===== src/inc/autoloader_map.svh =====
// Register offsets, field positions, reset values and timing counts of the autoloader controller
`ifndef AUTOLOADER_MAP_SVH
`define AUTOLOADER_MAP_SVH

`define CLK_KHZ 100000
`define LAMP_TIME_MS 1500
`define LAMP_CYCLES (`LAMP_TIME_MS * `CLK_KHZ)
`define BLINK_HALF_MS 250
`define BLINK_HALF_CYCLES (`BLINK_HALF_MS * `CLK_KHZ)

`define OFF_CTRL 8'h00
`define OFF_CMD 8'h04
`define OFF_SELECT 8'h08
`define OFF_FAULT 8'h0C
`define OFF_STATUS 8'h10
`define OFF_LEDS 8'h14

`define CTRL_SEQ_BIT 0
`define CTRL_RESTART_BIT 1
`define CTRL_LOOP_BIT 2
`define CTRL_SEQ_RST 1'b0
`define CTRL_RESTART_RST 1'b1
`define CTRL_LOOP_RST 1'b0
`define FAULT_CLR_BIT 8

`define OP_MOVE 8'h0A
`define OP_POSITION 8'h2B

`define LOC_DRIVE 4'h0
`define SLOT_FIRST 4'h1
`define SLOT_LAST 4'hA
`define LED_COUNT 10

`define RESP_OKAY 2'h0
`define RESP_SLVERR 2'h2

`endif


===== src/inc/autoloader_pkg.sv =====
// Types shared by the autoloader controller files
package autoloader_pkg;

   typedef enum logic [3:0] {
      ST_LAMP = 4'h0,
      ST_SELFTEST = 4'h1,
      ST_RND_IDLE = 4'h2,
      ST_RND_PICK = 4'h3,
      ST_RND_PLACE = 4'h4,
      ST_RND_POS = 4'h5,
      ST_SEQ_WAIT = 4'h6,
      ST_SEQ_PICK = 4'h7,
      ST_SEQ_INSERT = 4'h8,
      ST_SEQ_CLOSE = 4'h9,
      ST_SEQ_PARK = 4'hA,
      ST_SEQ_REOPEN = 4'hB,
      ST_SEQ_RETRIEVE = 4'hC,
      ST_SEQ_RETURN = 4'hD,
      ST_SEQ_HALT = 4'hE,
      ST_FAULT = 4'hF
   } state_t;

   typedef enum logic [3:0] {
      ACT_NONE = 4'h0,
      ACT_HOME_TOP = 4'h1,
      ACT_PICK_SLOT = 4'h2,
      ACT_PLACE_DRIVE = 4'h3,
      ACT_CLOSE_DOOR = 4'h4,
      ACT_PARK = 4'h5,
      ACT_PICK_DRIVE = 4'h6,
      ACT_PLACE_SLOT = 4'h7,
      ACT_POSITION = 4'h8
   } act_t;

endpackage : autoloader_pkg


===== src/hw/blink_divider.sv =====
// Free-running divider that sets the common blink phase of the panel
`timescale 1ns/1ps
module blink_divider #(
   parameter int HALF_CYCLES = 25000000
)(
   input wire logic clk, // System clock
   input wire logic rst, // Asynchronous reset, active high
   output logic phase // Blink phase, toggles every half period
);

   logic [27:0] cnt_reg;

   always_ff @(posedge clk or posedge rst)
   begin
      if (rst)
      begin
         cnt_reg <= 28'h0000000;
         phase <= 1'b0;
      end
      else if (cnt_reg == 28'(HALF_CYCLES - 1))
      begin
         cnt_reg <= 28'h0000000;
         phase <= ~phase;
      end
      else
      begin
         cnt_reg <= cnt_reg + 28'h0000001;
      end
   end

endmodule : blink_divider


===== src/hw/autoloader_sequence_control.sv =====
// Autoloader sequence controller with AXI4-Lite register slave
`timescale 1ns/1ps
`include "autoloader_map.svh"

module autoloader_sequence_control #(
   parameter int LAMP_CYCLES = `LAMP_CYCLES,
   parameter int BLINK_HALF_CYCLES = `BLINK_HALF_CYCLES
)(
   input wire logic clk, // System clock, 100 MHz
   input wire logic rst, // Asynchronous reset, active high
   input wire logic [7:0] s_axi_awaddr, // Write address
   input wire logic s_axi_awvalid, // Write address valid
   output logic s_axi_awready, // Write address ready
   input wire logic [31:0] s_axi_wdata, // Write data
   input wire logic [3:0] s_axi_wstrb, // Write byte strobes
   input wire logic s_axi_wvalid, // Write data valid
   output logic s_axi_wready, // Write data ready
   output logic [1:0] s_axi_bresp, // Write response
   output logic s_axi_bvalid, // Write response valid
   input wire logic s_axi_bready, // Write response ready
   input wire logic [7:0] s_axi_araddr, // Read address
   input wire logic s_axi_arvalid, // Read address valid
   output logic s_axi_arready, // Read address ready
   output logic [31:0] s_axi_rdata, // Read data
   output logic [1:0] s_axi_rresp, // Read response
   output logic s_axi_rvalid, // Read data valid
   input wire logic s_axi_rready, // Read data ready
   input wire logic door_open_pin, // Drive door switch, high while open
   input wire logic holder_swap_pin, // Holder replaced pulse from sensor
   input wire logic act_done_pin, // Handler finished current action
   input wire logic act_empty_pin, // Handler found nothing to pick
   input wire logic act_fault_pin, // Handler reports a fault
   input wire logic [7:0] fault_code_pin, // Handler fault code
   input wire logic [3:0] nv_resume_slot, // Stored slot of interrupted work
   output logic act_req, // Handler action request, held until done or fault
   output autoloader_pkg::act_t act_code, // Handler action
   output logic [3:0] act_loc, // Action location, 0 drive, 1 to 10 slots
   output logic [`LED_COUNT-1:0] led // Panel lamps, bit 0 is the bottom lamp
);
   import autoloader_pkg::*;

   state_t state_reg;
   logic [12:0] sync1_reg, sync2_reg;
   logic door_s, holder_s, done_s, empty_s, fault_s, blink;
   logic [7:0] code_s, fault_code_reg, cmd_op_reg, awaddr_q;
   logic [27:0] lamp_cnt_reg;
   logic seq_mode_reg, restart_reg, loop_reg;
   logic [3:0] cmd_src_reg, cmd_dst_reg, ex_src_reg, ex_dst_reg;
   logic cmd_pend_reg, sel_pend_reg, rejected_reg, aw_full_reg, w_full_reg;
   logic [3:0] sel_slot_reg, slot_reg;
   logic [9:0] done_mask_reg;
   logic [31:0] wdata_q;
   logic [3:0] wstrb_q;
   logic wr_fire, wr_ctrl, wr_cmd, wr_sel, wr_fclr, wr_hit, rd_hit;
   logic [31:0] rd_mux;
   act_t cur_act;
   logic [3:0] cur_loc;
   logic seq_grp, seq_busy, cmd_ack, cmd_ok, sel_ack, issue, step;
   logic [9:0] slot_bit;

   // Pins pass two flip-flops before use
   always_ff @(posedge clk or posedge rst)
   begin
      if (rst)
      begin
         sync1_reg <= 13'h0000;
         sync2_reg <= 13'h0000;
      end
      else
      begin
         sync1_reg <= {fault_code_pin, act_fault_pin, act_empty_pin, act_done_pin, holder_swap_pin, door_open_pin};
         sync2_reg <= sync1_reg;
      end
   end
   assign {code_s, fault_s, empty_s, done_s, holder_s, door_s} = sync2_reg;

   blink_divider #(.HALF_CYCLES(BLINK_HALF_CYCLES)) blink_divider_inst (
      .clk(clk),
      .rst(rst),
      .phase(blink)
   );

   // Register bus write side
   assign wr_fire = aw_full_reg && w_full_reg && !s_axi_bvalid;
   assign wr_ctrl = wr_fire && awaddr_q == `OFF_CTRL && wstrb_q[0];
   assign wr_cmd = wr_fire && awaddr_q == `OFF_CMD && wstrb_q[1:0] == 2'h3;
   assign wr_sel = wr_fire && awaddr_q == `OFF_SELECT && wstrb_q[0]
                   && wdata_q[3:0] >= `SLOT_FIRST && wdata_q[3:0] <= `SLOT_LAST;
   assign wr_fclr = wr_fire && awaddr_q == `OFF_FAULT && wstrb_q[1] && wdata_q[`FAULT_CLR_BIT];
   assign wr_hit = awaddr_q == `OFF_CTRL || awaddr_q == `OFF_CMD || awaddr_q == `OFF_SELECT
                   || awaddr_q == `OFF_FAULT || awaddr_q == `OFF_STATUS || awaddr_q == `OFF_LEDS;

   always_ff @(posedge clk or posedge rst)
   begin
      if (rst)
      begin
         aw_full_reg <= 1'b0;
         awaddr_q <= 8'h00;
         s_axi_awready <= 1'b0;
      end
      else if (s_axi_awvalid && s_axi_awready)
      begin
         aw_full_reg <= 1'b1;
         awaddr_q <= {s_axi_awaddr[7:2], 2'h0};
         s_axi_awready <= 1'b0;
      end
      else
      begin
         if (wr_fire)
            aw_full_reg <= 1'b0;
         if (!aw_full_reg && !s_axi_bvalid)
            s_axi_awready <= 1'b1;
      end
   end

   always_ff @(posedge clk or posedge rst)
   begin
      if (rst)
      begin
         w_full_reg <= 1'b0;
         wdata_q <= 32'h00000000;
         wstrb_q <= 4'h0;
         s_axi_wready <= 1'b0;
      end
      else if (s_axi_wvalid && s_axi_wready)
      begin
         w_full_reg <= 1'b1;
         wdata_q <= s_axi_wdata;
         wstrb_q <= s_axi_wstrb;
         s_axi_wready <= 1'b0;
      end
      else
      begin
         if (wr_fire)
            w_full_reg <= 1'b0;
         if (!w_full_reg && !s_axi_bvalid)
            s_axi_wready <= 1'b1;
      end
   end

   always_ff @(posedge clk or posedge rst)
   begin
      if (rst)
      begin
         s_axi_bvalid <= 1'b0;
         s_axi_bresp <= `RESP_OKAY;
      end
      else if (wr_fire)
      begin
         s_axi_bvalid <= 1'b1;
         s_axi_bresp <= wr_hit ? `RESP_OKAY : `RESP_SLVERR;
      end
      else if (s_axi_bready)
      begin
         s_axi_bvalid <= 1'b0;
      end
   end

   // Register bus read side
   assign slot_bit = 10'(10'h001 << (slot_reg - 4'h1));
   always_comb
   begin
      rd_hit = 1'b1;
      rd_mux = 32'h00000000;
      unique case ({s_axi_araddr[7:2], 2'h0})
         `OFF_CTRL: rd_mux = {29'h0, loop_reg, restart_reg, seq_mode_reg};
         `OFF_CMD: rd_mux = {15'h0, cmd_pend_reg, cmd_dst_reg, cmd_src_reg, cmd_op_reg};
         `OFF_SELECT: rd_mux = {27'h0, sel_pend_reg, sel_slot_reg};
         `OFF_FAULT: rd_mux = {23'h0, state_reg == ST_FAULT, fault_code_reg};
         `OFF_STATUS: rd_mux = {22'h0, rejected_reg, act_req, slot_reg, state_reg};
         `OFF_LEDS: rd_mux = {22'h0, led};
         default: rd_hit = 1'b0;
      endcase
   end

   always_ff @(posedge clk or posedge rst)
   begin
      if (rst)
      begin
         s_axi_arready <= 1'b0;
         s_axi_rvalid <= 1'b0;
         s_axi_rdata <= 32'h00000000;
         s_axi_rresp <= `RESP_OKAY;
      end
      else if (s_axi_arvalid && s_axi_arready)
      begin
         s_axi_arready <= 1'b0;
         s_axi_rvalid <= 1'b1;
         s_axi_rdata <= rd_mux;
         s_axi_rresp <= rd_hit ? `RESP_OKAY : `RESP_SLVERR;
      end
      else if (s_axi_rvalid)
      begin
         if (s_axi_rready)
            s_axi_rvalid <= 1'b0;
      end
      else
      begin
         s_axi_arready <= 1'b1;
      end
   end

   always_ff @(posedge clk or posedge rst)
   begin
      if (rst)
      begin
         seq_mode_reg <= `CTRL_SEQ_RST;
         restart_reg <= `CTRL_RESTART_RST;
         loop_reg <= `CTRL_LOOP_RST;
      end
      else if (wr_ctrl)
      begin
         seq_mode_reg <= wdata_q[`CTRL_SEQ_BIT];
         restart_reg <= wdata_q[`CTRL_RESTART_BIT];
         loop_reg <= wdata_q[`CTRL_LOOP_BIT];
      end
   end

   // Host command and operator selection; a new write wins over the take
   always_ff @(posedge clk or posedge rst)
   begin
      if (rst)
      begin
         cmd_pend_reg <= 1'b0;
         cmd_op_reg <= 8'h00;
         cmd_src_reg <= 4'h0;
         cmd_dst_reg <= 4'h0;
      end
      else if (wr_cmd)
      begin
         cmd_pend_reg <= 1'b1;
         cmd_op_reg <= wdata_q[7:0];
         cmd_src_reg <= wdata_q[11:8];
         cmd_dst_reg <= wdata_q[15:12];
      end
      else if (cmd_ack)
      begin
         cmd_pend_reg <= 1'b0;
      end
   end

   always_ff @(posedge clk or posedge rst)
   begin
      if (rst)
      begin
         sel_pend_reg <= 1'b0;
         sel_slot_reg <= `SLOT_FIRST;
      end
      else if (wr_sel)
      begin
         sel_pend_reg <= 1'b1;
         sel_slot_reg <= wdata_q[3:0];
      end
      else if (sel_ack)
      begin
         sel_pend_reg <= 1'b0;
      end
   end

   // Handler action wanted by each state
   always_comb
   begin
      cur_act = ACT_NONE;
      unique case (state_reg)
         ST_SELFTEST: cur_act = ACT_HOME_TOP;
         // pick at source, place at target
         ST_RND_PICK: cur_act = ex_src_reg == `LOC_DRIVE ? ACT_PICK_DRIVE : ACT_PICK_SLOT;
         ST_RND_PLACE: cur_act = ex_dst_reg == `LOC_DRIVE ? ACT_PLACE_DRIVE : ACT_PLACE_SLOT;
         ST_RND_POS: cur_act = ACT_POSITION;
         ST_SEQ_PICK: cur_act = ACT_PICK_SLOT;
         ST_SEQ_INSERT: cur_act = ACT_PLACE_DRIVE;
         ST_SEQ_CLOSE: cur_act = ACT_CLOSE_DOOR;
         ST_SEQ_PARK: cur_act = ACT_PARK;
         ST_SEQ_RETRIEVE: cur_act = ACT_PICK_DRIVE;
         ST_SEQ_RETURN: cur_act = ACT_PLACE_SLOT;
         ST_LAMP, ST_RND_IDLE, ST_SEQ_WAIT, ST_SEQ_REOPEN, ST_SEQ_HALT, ST_FAULT: cur_act = ACT_NONE;
      endcase
   end

   assign cur_loc = state_reg == ST_RND_PICK ? ex_src_reg
                    : (state_reg == ST_RND_PLACE || state_reg == ST_RND_POS) ? ex_dst_reg
                    : (state_reg == ST_SEQ_PICK || state_reg == ST_SEQ_RETURN) ? slot_reg : `LOC_DRIVE;
   assign seq_grp = state_reg >= ST_SEQ_WAIT && state_reg <= ST_SEQ_HALT;
   assign seq_busy = state_reg >= ST_SEQ_PICK && state_reg <= ST_SEQ_RETURN;
   assign cmd_ack = cmd_pend_reg && (state_reg == ST_RND_IDLE || seq_grp);
   assign cmd_ok = state_reg == ST_RND_IDLE && !seq_mode_reg && cmd_dst_reg <= `SLOT_LAST
                   && ((cmd_op_reg == `OP_MOVE && cmd_src_reg <= `SLOT_LAST && cmd_src_reg != cmd_dst_reg)
                       || cmd_op_reg == `OP_POSITION);
   assign sel_ack = sel_pend_reg && (state_reg == ST_SEQ_WAIT || state_reg == ST_SEQ_HALT);
   assign issue = cur_act != ACT_NONE && !act_req && !done_s;
   assign step = cur_act != ACT_NONE && act_req && done_s;

   always_ff @(posedge clk or posedge rst)
   begin
      if (rst)
         lamp_cnt_reg <= 28'h0000000;
      else if (state_reg == ST_LAMP)
         lamp_cnt_reg <= lamp_cnt_reg + 28'h0000001;
   end

   // Sequencer
   always_ff @(posedge clk or posedge rst)
   begin
      if (rst)
      begin
         state_reg <= ST_LAMP;
         act_req <= 1'b0;
         act_code <= ACT_NONE;
         act_loc <= `LOC_DRIVE;
         slot_reg <= `SLOT_FIRST;
         done_mask_reg <= 10'h000;
         fault_code_reg <= 8'h00;
         rejected_reg <= 1'b0;
         ex_src_reg <= 4'h0;
         ex_dst_reg <= 4'h0;
      end
      else if (act_req && fault_s)
      begin
         state_reg <= ST_FAULT;
         act_req <= 1'b0;
         fault_code_reg <= code_s;
      end
      else
      begin
         if (cmd_ack)
            rejected_reg <= !cmd_ok;
         if (issue)
         begin
            act_req <= 1'b1;
            act_code <= cur_act;
            act_loc <= cur_loc;
         end
         if (step)
            act_req <= 1'b0;
         unique case (state_reg)
            ST_LAMP:
               if (lamp_cnt_reg == 28'(LAMP_CYCLES - 1))
                  state_reg <= ST_SELFTEST;
            ST_SELFTEST:
               if (step)
               begin
                  // bottom on restart or stored slot outside 1 to 10, else stored slot
                  if (restart_reg || nv_resume_slot < `SLOT_FIRST || nv_resume_slot > `SLOT_LAST)
                     slot_reg <= `SLOT_FIRST;
                  else
                     slot_reg <= nv_resume_slot;
                  state_reg <= seq_mode_reg ? ST_SEQ_WAIT : ST_RND_IDLE;
               end
            ST_RND_IDLE:
               if (seq_mode_reg)
                  state_reg <= ST_SEQ_WAIT;
               else if (cmd_ack && cmd_ok)
               begin
                  ex_src_reg <= cmd_src_reg;
                  ex_dst_reg <= cmd_dst_reg;
                  state_reg <= cmd_op_reg == `OP_MOVE ? ST_RND_PICK : ST_RND_POS;
               end
            ST_RND_PICK:
               if (step)
               begin
                  rejected_reg <= empty_s;
                  state_reg <= empty_s ? ST_RND_IDLE : ST_RND_PLACE;
               end
            ST_RND_PLACE, ST_RND_POS:
               if (step)
                  state_reg <= ST_RND_IDLE;
            ST_SEQ_WAIT, ST_SEQ_HALT:
               if (!seq_mode_reg)
                  state_reg <= ST_RND_IDLE;
               else if (holder_s)
               begin
                  slot_reg <= `SLOT_FIRST;
                  done_mask_reg <= 10'h000;
                  state_reg <= ST_SEQ_WAIT;
               end
               else if (sel_ack)
               begin
                  slot_reg <= sel_slot_reg;
                  state_reg <= ST_SEQ_WAIT;
               end
               else if (state_reg == ST_SEQ_WAIT && door_s)
                  state_reg <= ST_SEQ_PICK;
            ST_SEQ_PICK:
               if (step && !empty_s)
                  state_reg <= ST_SEQ_INSERT;
               else if (step && slot_reg != `SLOT_LAST)
                  slot_reg <= slot_reg + 4'h1;
               // wrap or halt after the top
               else if (step)
               begin
                  slot_reg <= `SLOT_FIRST;
                  done_mask_reg <= loop_reg ? 10'h000 : done_mask_reg;
                  state_reg <= loop_reg ? ST_SEQ_WAIT : ST_SEQ_HALT;
               end
            ST_SEQ_INSERT:
               if (step)
                  state_reg <= ST_SEQ_CLOSE;
            ST_SEQ_CLOSE:
               if (step)
                  state_reg <= ST_SEQ_PARK;
            ST_SEQ_PARK:
               if (step)
                  state_reg <= ST_SEQ_REOPEN;
            ST_SEQ_REOPEN:
               if (door_s)
                  state_reg <= ST_SEQ_RETRIEVE;
            ST_SEQ_RETRIEVE:
               if (step)
                  state_reg <= ST_SEQ_RETURN;
            ST_SEQ_RETURN:
               if (step)
               begin
                  if (slot_reg != `SLOT_LAST)
                  begin
                     done_mask_reg <= done_mask_reg | slot_bit;
                     slot_reg <= slot_reg + 4'h1;
                     state_reg <= ST_SEQ_WAIT;
                  end
                  // loop to slot one or stop
                  else
                  begin
                     done_mask_reg <= loop_reg ? 10'h000 : (done_mask_reg | slot_bit);
                     slot_reg <= `SLOT_FIRST;
                     state_reg <= loop_reg ? ST_SEQ_WAIT : ST_SEQ_HALT;
                  end
               end
            ST_FAULT:
               if (wr_fclr)
                  state_reg <= ST_SELFTEST;
         endcase
      end
   end

   // Panel lamps, bit n is lamp n+1 counted from the bottom
   always_ff @(posedge clk or posedge rst)
   begin
      if (rst)
         led <= 10'h000;
      // all lamps on, off once self-test starts
      else if (state_reg == ST_LAMP)
         led <= 10'h3FF;
      // binary weighted code; top lamp, plus lamp 9 for code 0, keeps two or more lit
      else if (state_reg == ST_FAULT)
         led <= blink ? {1'b1, fault_code_reg == 8'h00, fault_code_reg} : 10'h000;
      // steady done, blinking current from pick to return, else off
      else if (seq_grp)
         led <= done_mask_reg | ((seq_busy && blink) ? slot_bit : 10'h000);
      else
         led <= 10'h000;
   end

endmodule : autoloader_sequence_control


===== config.mk =====
export PLATFORM = sky130hd
export DESIGN_NAME = autoloader_sequence_control
export DESIGN_NICKNAME = d
export VERILOG_FILES = /design/src/inc/autoloader_pkg.sv /design/src/hw/blink_divider.sv /design/src/hw/autoloader_sequence_control.sv
export VERILOG_INCLUDE_DIRS = /design/src /design/src/inc
export SDC_FILE = /design/constraint.sdc
export NUM_CORES = 1
export LEC_CHECK = 0
export BUFFER_PORTS_ARGS = -buffer_cell sky130_fd_sc_hd__buf_2
export CORE_UTILIZATION = 60
export DETAILED_ROUTE_END_ITERATION = 16
export MAX_ROUTING_LAYER = met4
export PLACE_DENSITY = 0.81
export SYNTH_ARGS = -nofsm -noshare
export SYNTH_HDL_FRONTEND = slang
export SYNTH_HIERARCHICAL = 1
export SYNTH_SLANG_ARGS = --single-unit

===== constraint.sdc =====
create_clock -name clk -period 15.1 [get_ports clk]
set_input_delay 1.51 -clock clk [delete_from_list [all_inputs] [get_ports clk]]
set_output_delay 1.51 -clock clk [all_outputs]
set_load 0.1 [all_outputs]

==> flow_summary.yaml <==
global_routing:
  grt_pass1_vias: 7011
  grt_max_degree: 66
  grt-ovfl-total: 0
  grt_first_pass_wirelength_um: 35900
  antenna_found_initial: 1
  grt_usage: 0.265
clock_network:
  clk_pin_slew_ns: 0.06
  cts_root_buffer: "clkbuf_16"
  cts_inserted_buffers: 23
  cts_resized: 0
  holdBufCountCts: 0
  htreeDepth: 1
  clk_path_buf_depth: 3
  tritoncts: "done"
  insertion_delay_ns: 0.52
  cts.sinks: 212
  cts_setup_buffers: 0
synthesis:
  ys.warnings.count: 6
  yosysSeqAreaShare: 0.526
  ys_types: 90
  synthMuxAreaShare: 0.0821
  synth_xor_area_frac: 0.0495
  synthFlopType: "dfrtp_1"
  synth-edff-count: 0
  synth_top_family_by_area: "simple AND/OR/NAND/NOR gates"
  synthAdderAreaFrac: 0.0112
  avgSynthCellArea_sq_um: 11.0
  syn_area_sq_mm: 0.0101
  synth_top_area_share: 0.518
  yosys.area_share.simple: 0.160
  syn_inst: 920
  synth_top_area_cell: "dfrtp_1"
  yosysMostFrequentCell: "dfrtp_1"
  synth_seq_cells: 212
  synth_commonest_cells: "209 x dfrtp_1, 84 x nand2_1, 60 x nor2_1"
  async_reset_ff_frac: 1.00
  yosys-top-cells-area: "dfrtp_1 52%, mux2_2 4.7%, nand2_1 3.1%, xnor2_1 3.1%, nor2_1 2.2%"
  synth_compound_area_frac: 0.128
floorplan:
  start_util: 0.611
  die_area_sq_mm: 0.0173
  rows: 47
  die_w_um: 132
  core-area_sq_mm: 0.0165
  ioPinCount: 136
  die_y_um: 132
timing:
  tightest_slew_ns: 1.17
  setup_viol: 0
  fmax_mhz: 323
  slew_headroom: 0.217
  timing.setup.tns_ns: 0
  hold_viol: 0
  timing.final.crit_share: 0.205
  layout_min_cycle_time_ns: 3.10
  rsz0062_at_grt: "false"
  slew_violations: 0
  clock_skew_ns: 0.0116
worst_setup_path:
  end_kind: "register"
  startpoint: "s_axi_araddr[5]"
  critPathRequiredTime_ns: 15.53
  crit_end: "s_axi_rdata[5]$_DFFE_PP0P_"
  reg2reg_depth: 6
  startpoint_type: "input port"
  path_max_fanout: 10
  r2r_start: "awaddr_q[7]$_DFFE_PP0P_"
  rr_endpoint: "state_reg[0]$_DFFE_PP0P_"
  arrival_ns: 3.53
  crit_type: "in -> reg"
  r2r_slack_ns: 12.00
drt:
  vias: 7359
  vias_per_cell: 5.92
  ant_nets: 0
  drt_iter0_markers: 644
  remaining_drc_errors: 0
  dr.pass1.iters: 7
  wl_um: 21800
  wl_per_cell_um: 17.5
power:
  p_comb_frac: 0.151
  sw_frac_of_total: 0.294
  p_clk_frac: 0.382
  power.internal_mw: 1.05
  power_density_mw_per_mm2: 131
  ir_worst_vdd_mv: 0.223
  p_seq_frac: 0.467
  p_sw_uw: 438
  p_leak_nw: 5.09
status:
  status: "finished, final reports clean"
final_layout:
  syn_to_final_growth_pct: 13.1
  drive_above_1_share: 0.233
  final_nets: 1091
  fin_util: 0.690
placed_design:
  io_buffers: 96
  place_congestion: 0.917
  hpwl_um: 14900
flow_run:
  cap_violations: 0
worst_hold_path:
  hold_path_class: "reg -> reg"
  holdPathStages: 0
[worst max-delay path, stage by stage]
cell	delay [ns]
buf_2	0.09
or3_1	0.46
nor4b_2	0.77
a222oi_1	0.33
a21boi_1	0.20
o21ai_1	0.17
[how the worst min path moves through the flow]
stage                              end                    start  slack (ns)
2_1_floorplan   sync2_reg[0]$_DFF_PP0_   sync1_reg[0]$_DFF_PP0_        0.33
3_3_place_gp   sync2_reg[11]$_DFF_PP0_  sync1_reg[11]$_DFF_PP0_        0.33
3_5_place_dp    sync2_reg[2]$_DFF_PP0_   sync1_reg[2]$_DFF_PP0_        0.34
4_1_cts        sync2_reg[11]$_DFF_PP0_  sync1_reg[11]$_DFF_PP0_        0.35
5_1_grt        sync2_reg[12]$_DFF_PP0_  sync1_reg[12]$_DFF_PP0_        0.36
6_report       sync2_reg[11]$_DFF_PP0_  sync1_reg[11]$_DFF_PP0_        0.35
[routing by layer]
metal  global-route usage  wire [um]  up-vias
met2                0.389       9880      295
met4                0.105        796        0
met1                0.372       9660     3538
met3               0.0405       1470       63
li1                     -          -     3463
met5                    -          0        -
[cells by family after synthesis]
family / Yosys count
AO/OA/AOI/OAI: 194
XOR/XNOR: 57
adder cells (fa/ha/maj): 9
buffers and inverters: 83
flip-flops: 212
multiplexers: 69
other: 1
AND/OR/NAND/NOR: 295
[stage by stage]
| step | instances | total power [mW] | cell area, sq um | hold slack [ns] | setup WS (ns) |
|---|---|---|---|---|---|
| floorplan | 936 | 0.874 | 10200 | 0.331 | 8.62 |
| global placement | 1201 | 0.919 | 10600 | 0.332 | 11.48 |
| global route | 1244 | 1.54 | 11400 | 0.356 | 11.73 |
| finish | 1244 | 1.49 | 11400 | 0.345 | 12.00 |
| CTS | 1243 | 1.50 | 11400 | 0.349 | 12.00 |
| detailed placement | 1201 | 0.929 | 10600 | 0.336 | 11.48 |
[cell type report]
class / instances / area [sq um]
antenna: 1 / 2.50
inverter: 26 / 103
clock buffer: 32 / 669
tap: 220 / 275
fill: 1205 / 5120
sequential: 212 / 5310
timing repair buffer: 102 / 526
multi-input combinational: 641 / 4420
clock inverter: 10 / 109
[power by group through the flow]
stage / Clock (mW) / Combinational [mW] / Sequential (mW)
after floorplan: 0 / 0.137 / 0.737
after global placement: 0 / 0.219 / 0.700
after detailed placement: 0 / 0.225 / 0.704
after CTS: 0.576 / 0.226 / 0.694
after global routing: 0.598 / 0.241 / 0.704
final: 0.568 / 0.225 / 0.696
[placed cells by master (no fill, tap or decap), types with 17 or more instances in the layout]
cell       instances
dfrtp_1          209
o21ai_0           40
o21ai_1           23
a21oi_1           34
conb_1            17
xnor2_1           36
nand2_1           84
mux2_2            42
a31oi_1           25
nor2_1            60
nand3_1           28
inv_1             23
buf_2             96
xor2_1            21
clkbuf_16         23
nor3_1            21
No activity file was read; power rests on OpenSTA's default activity.
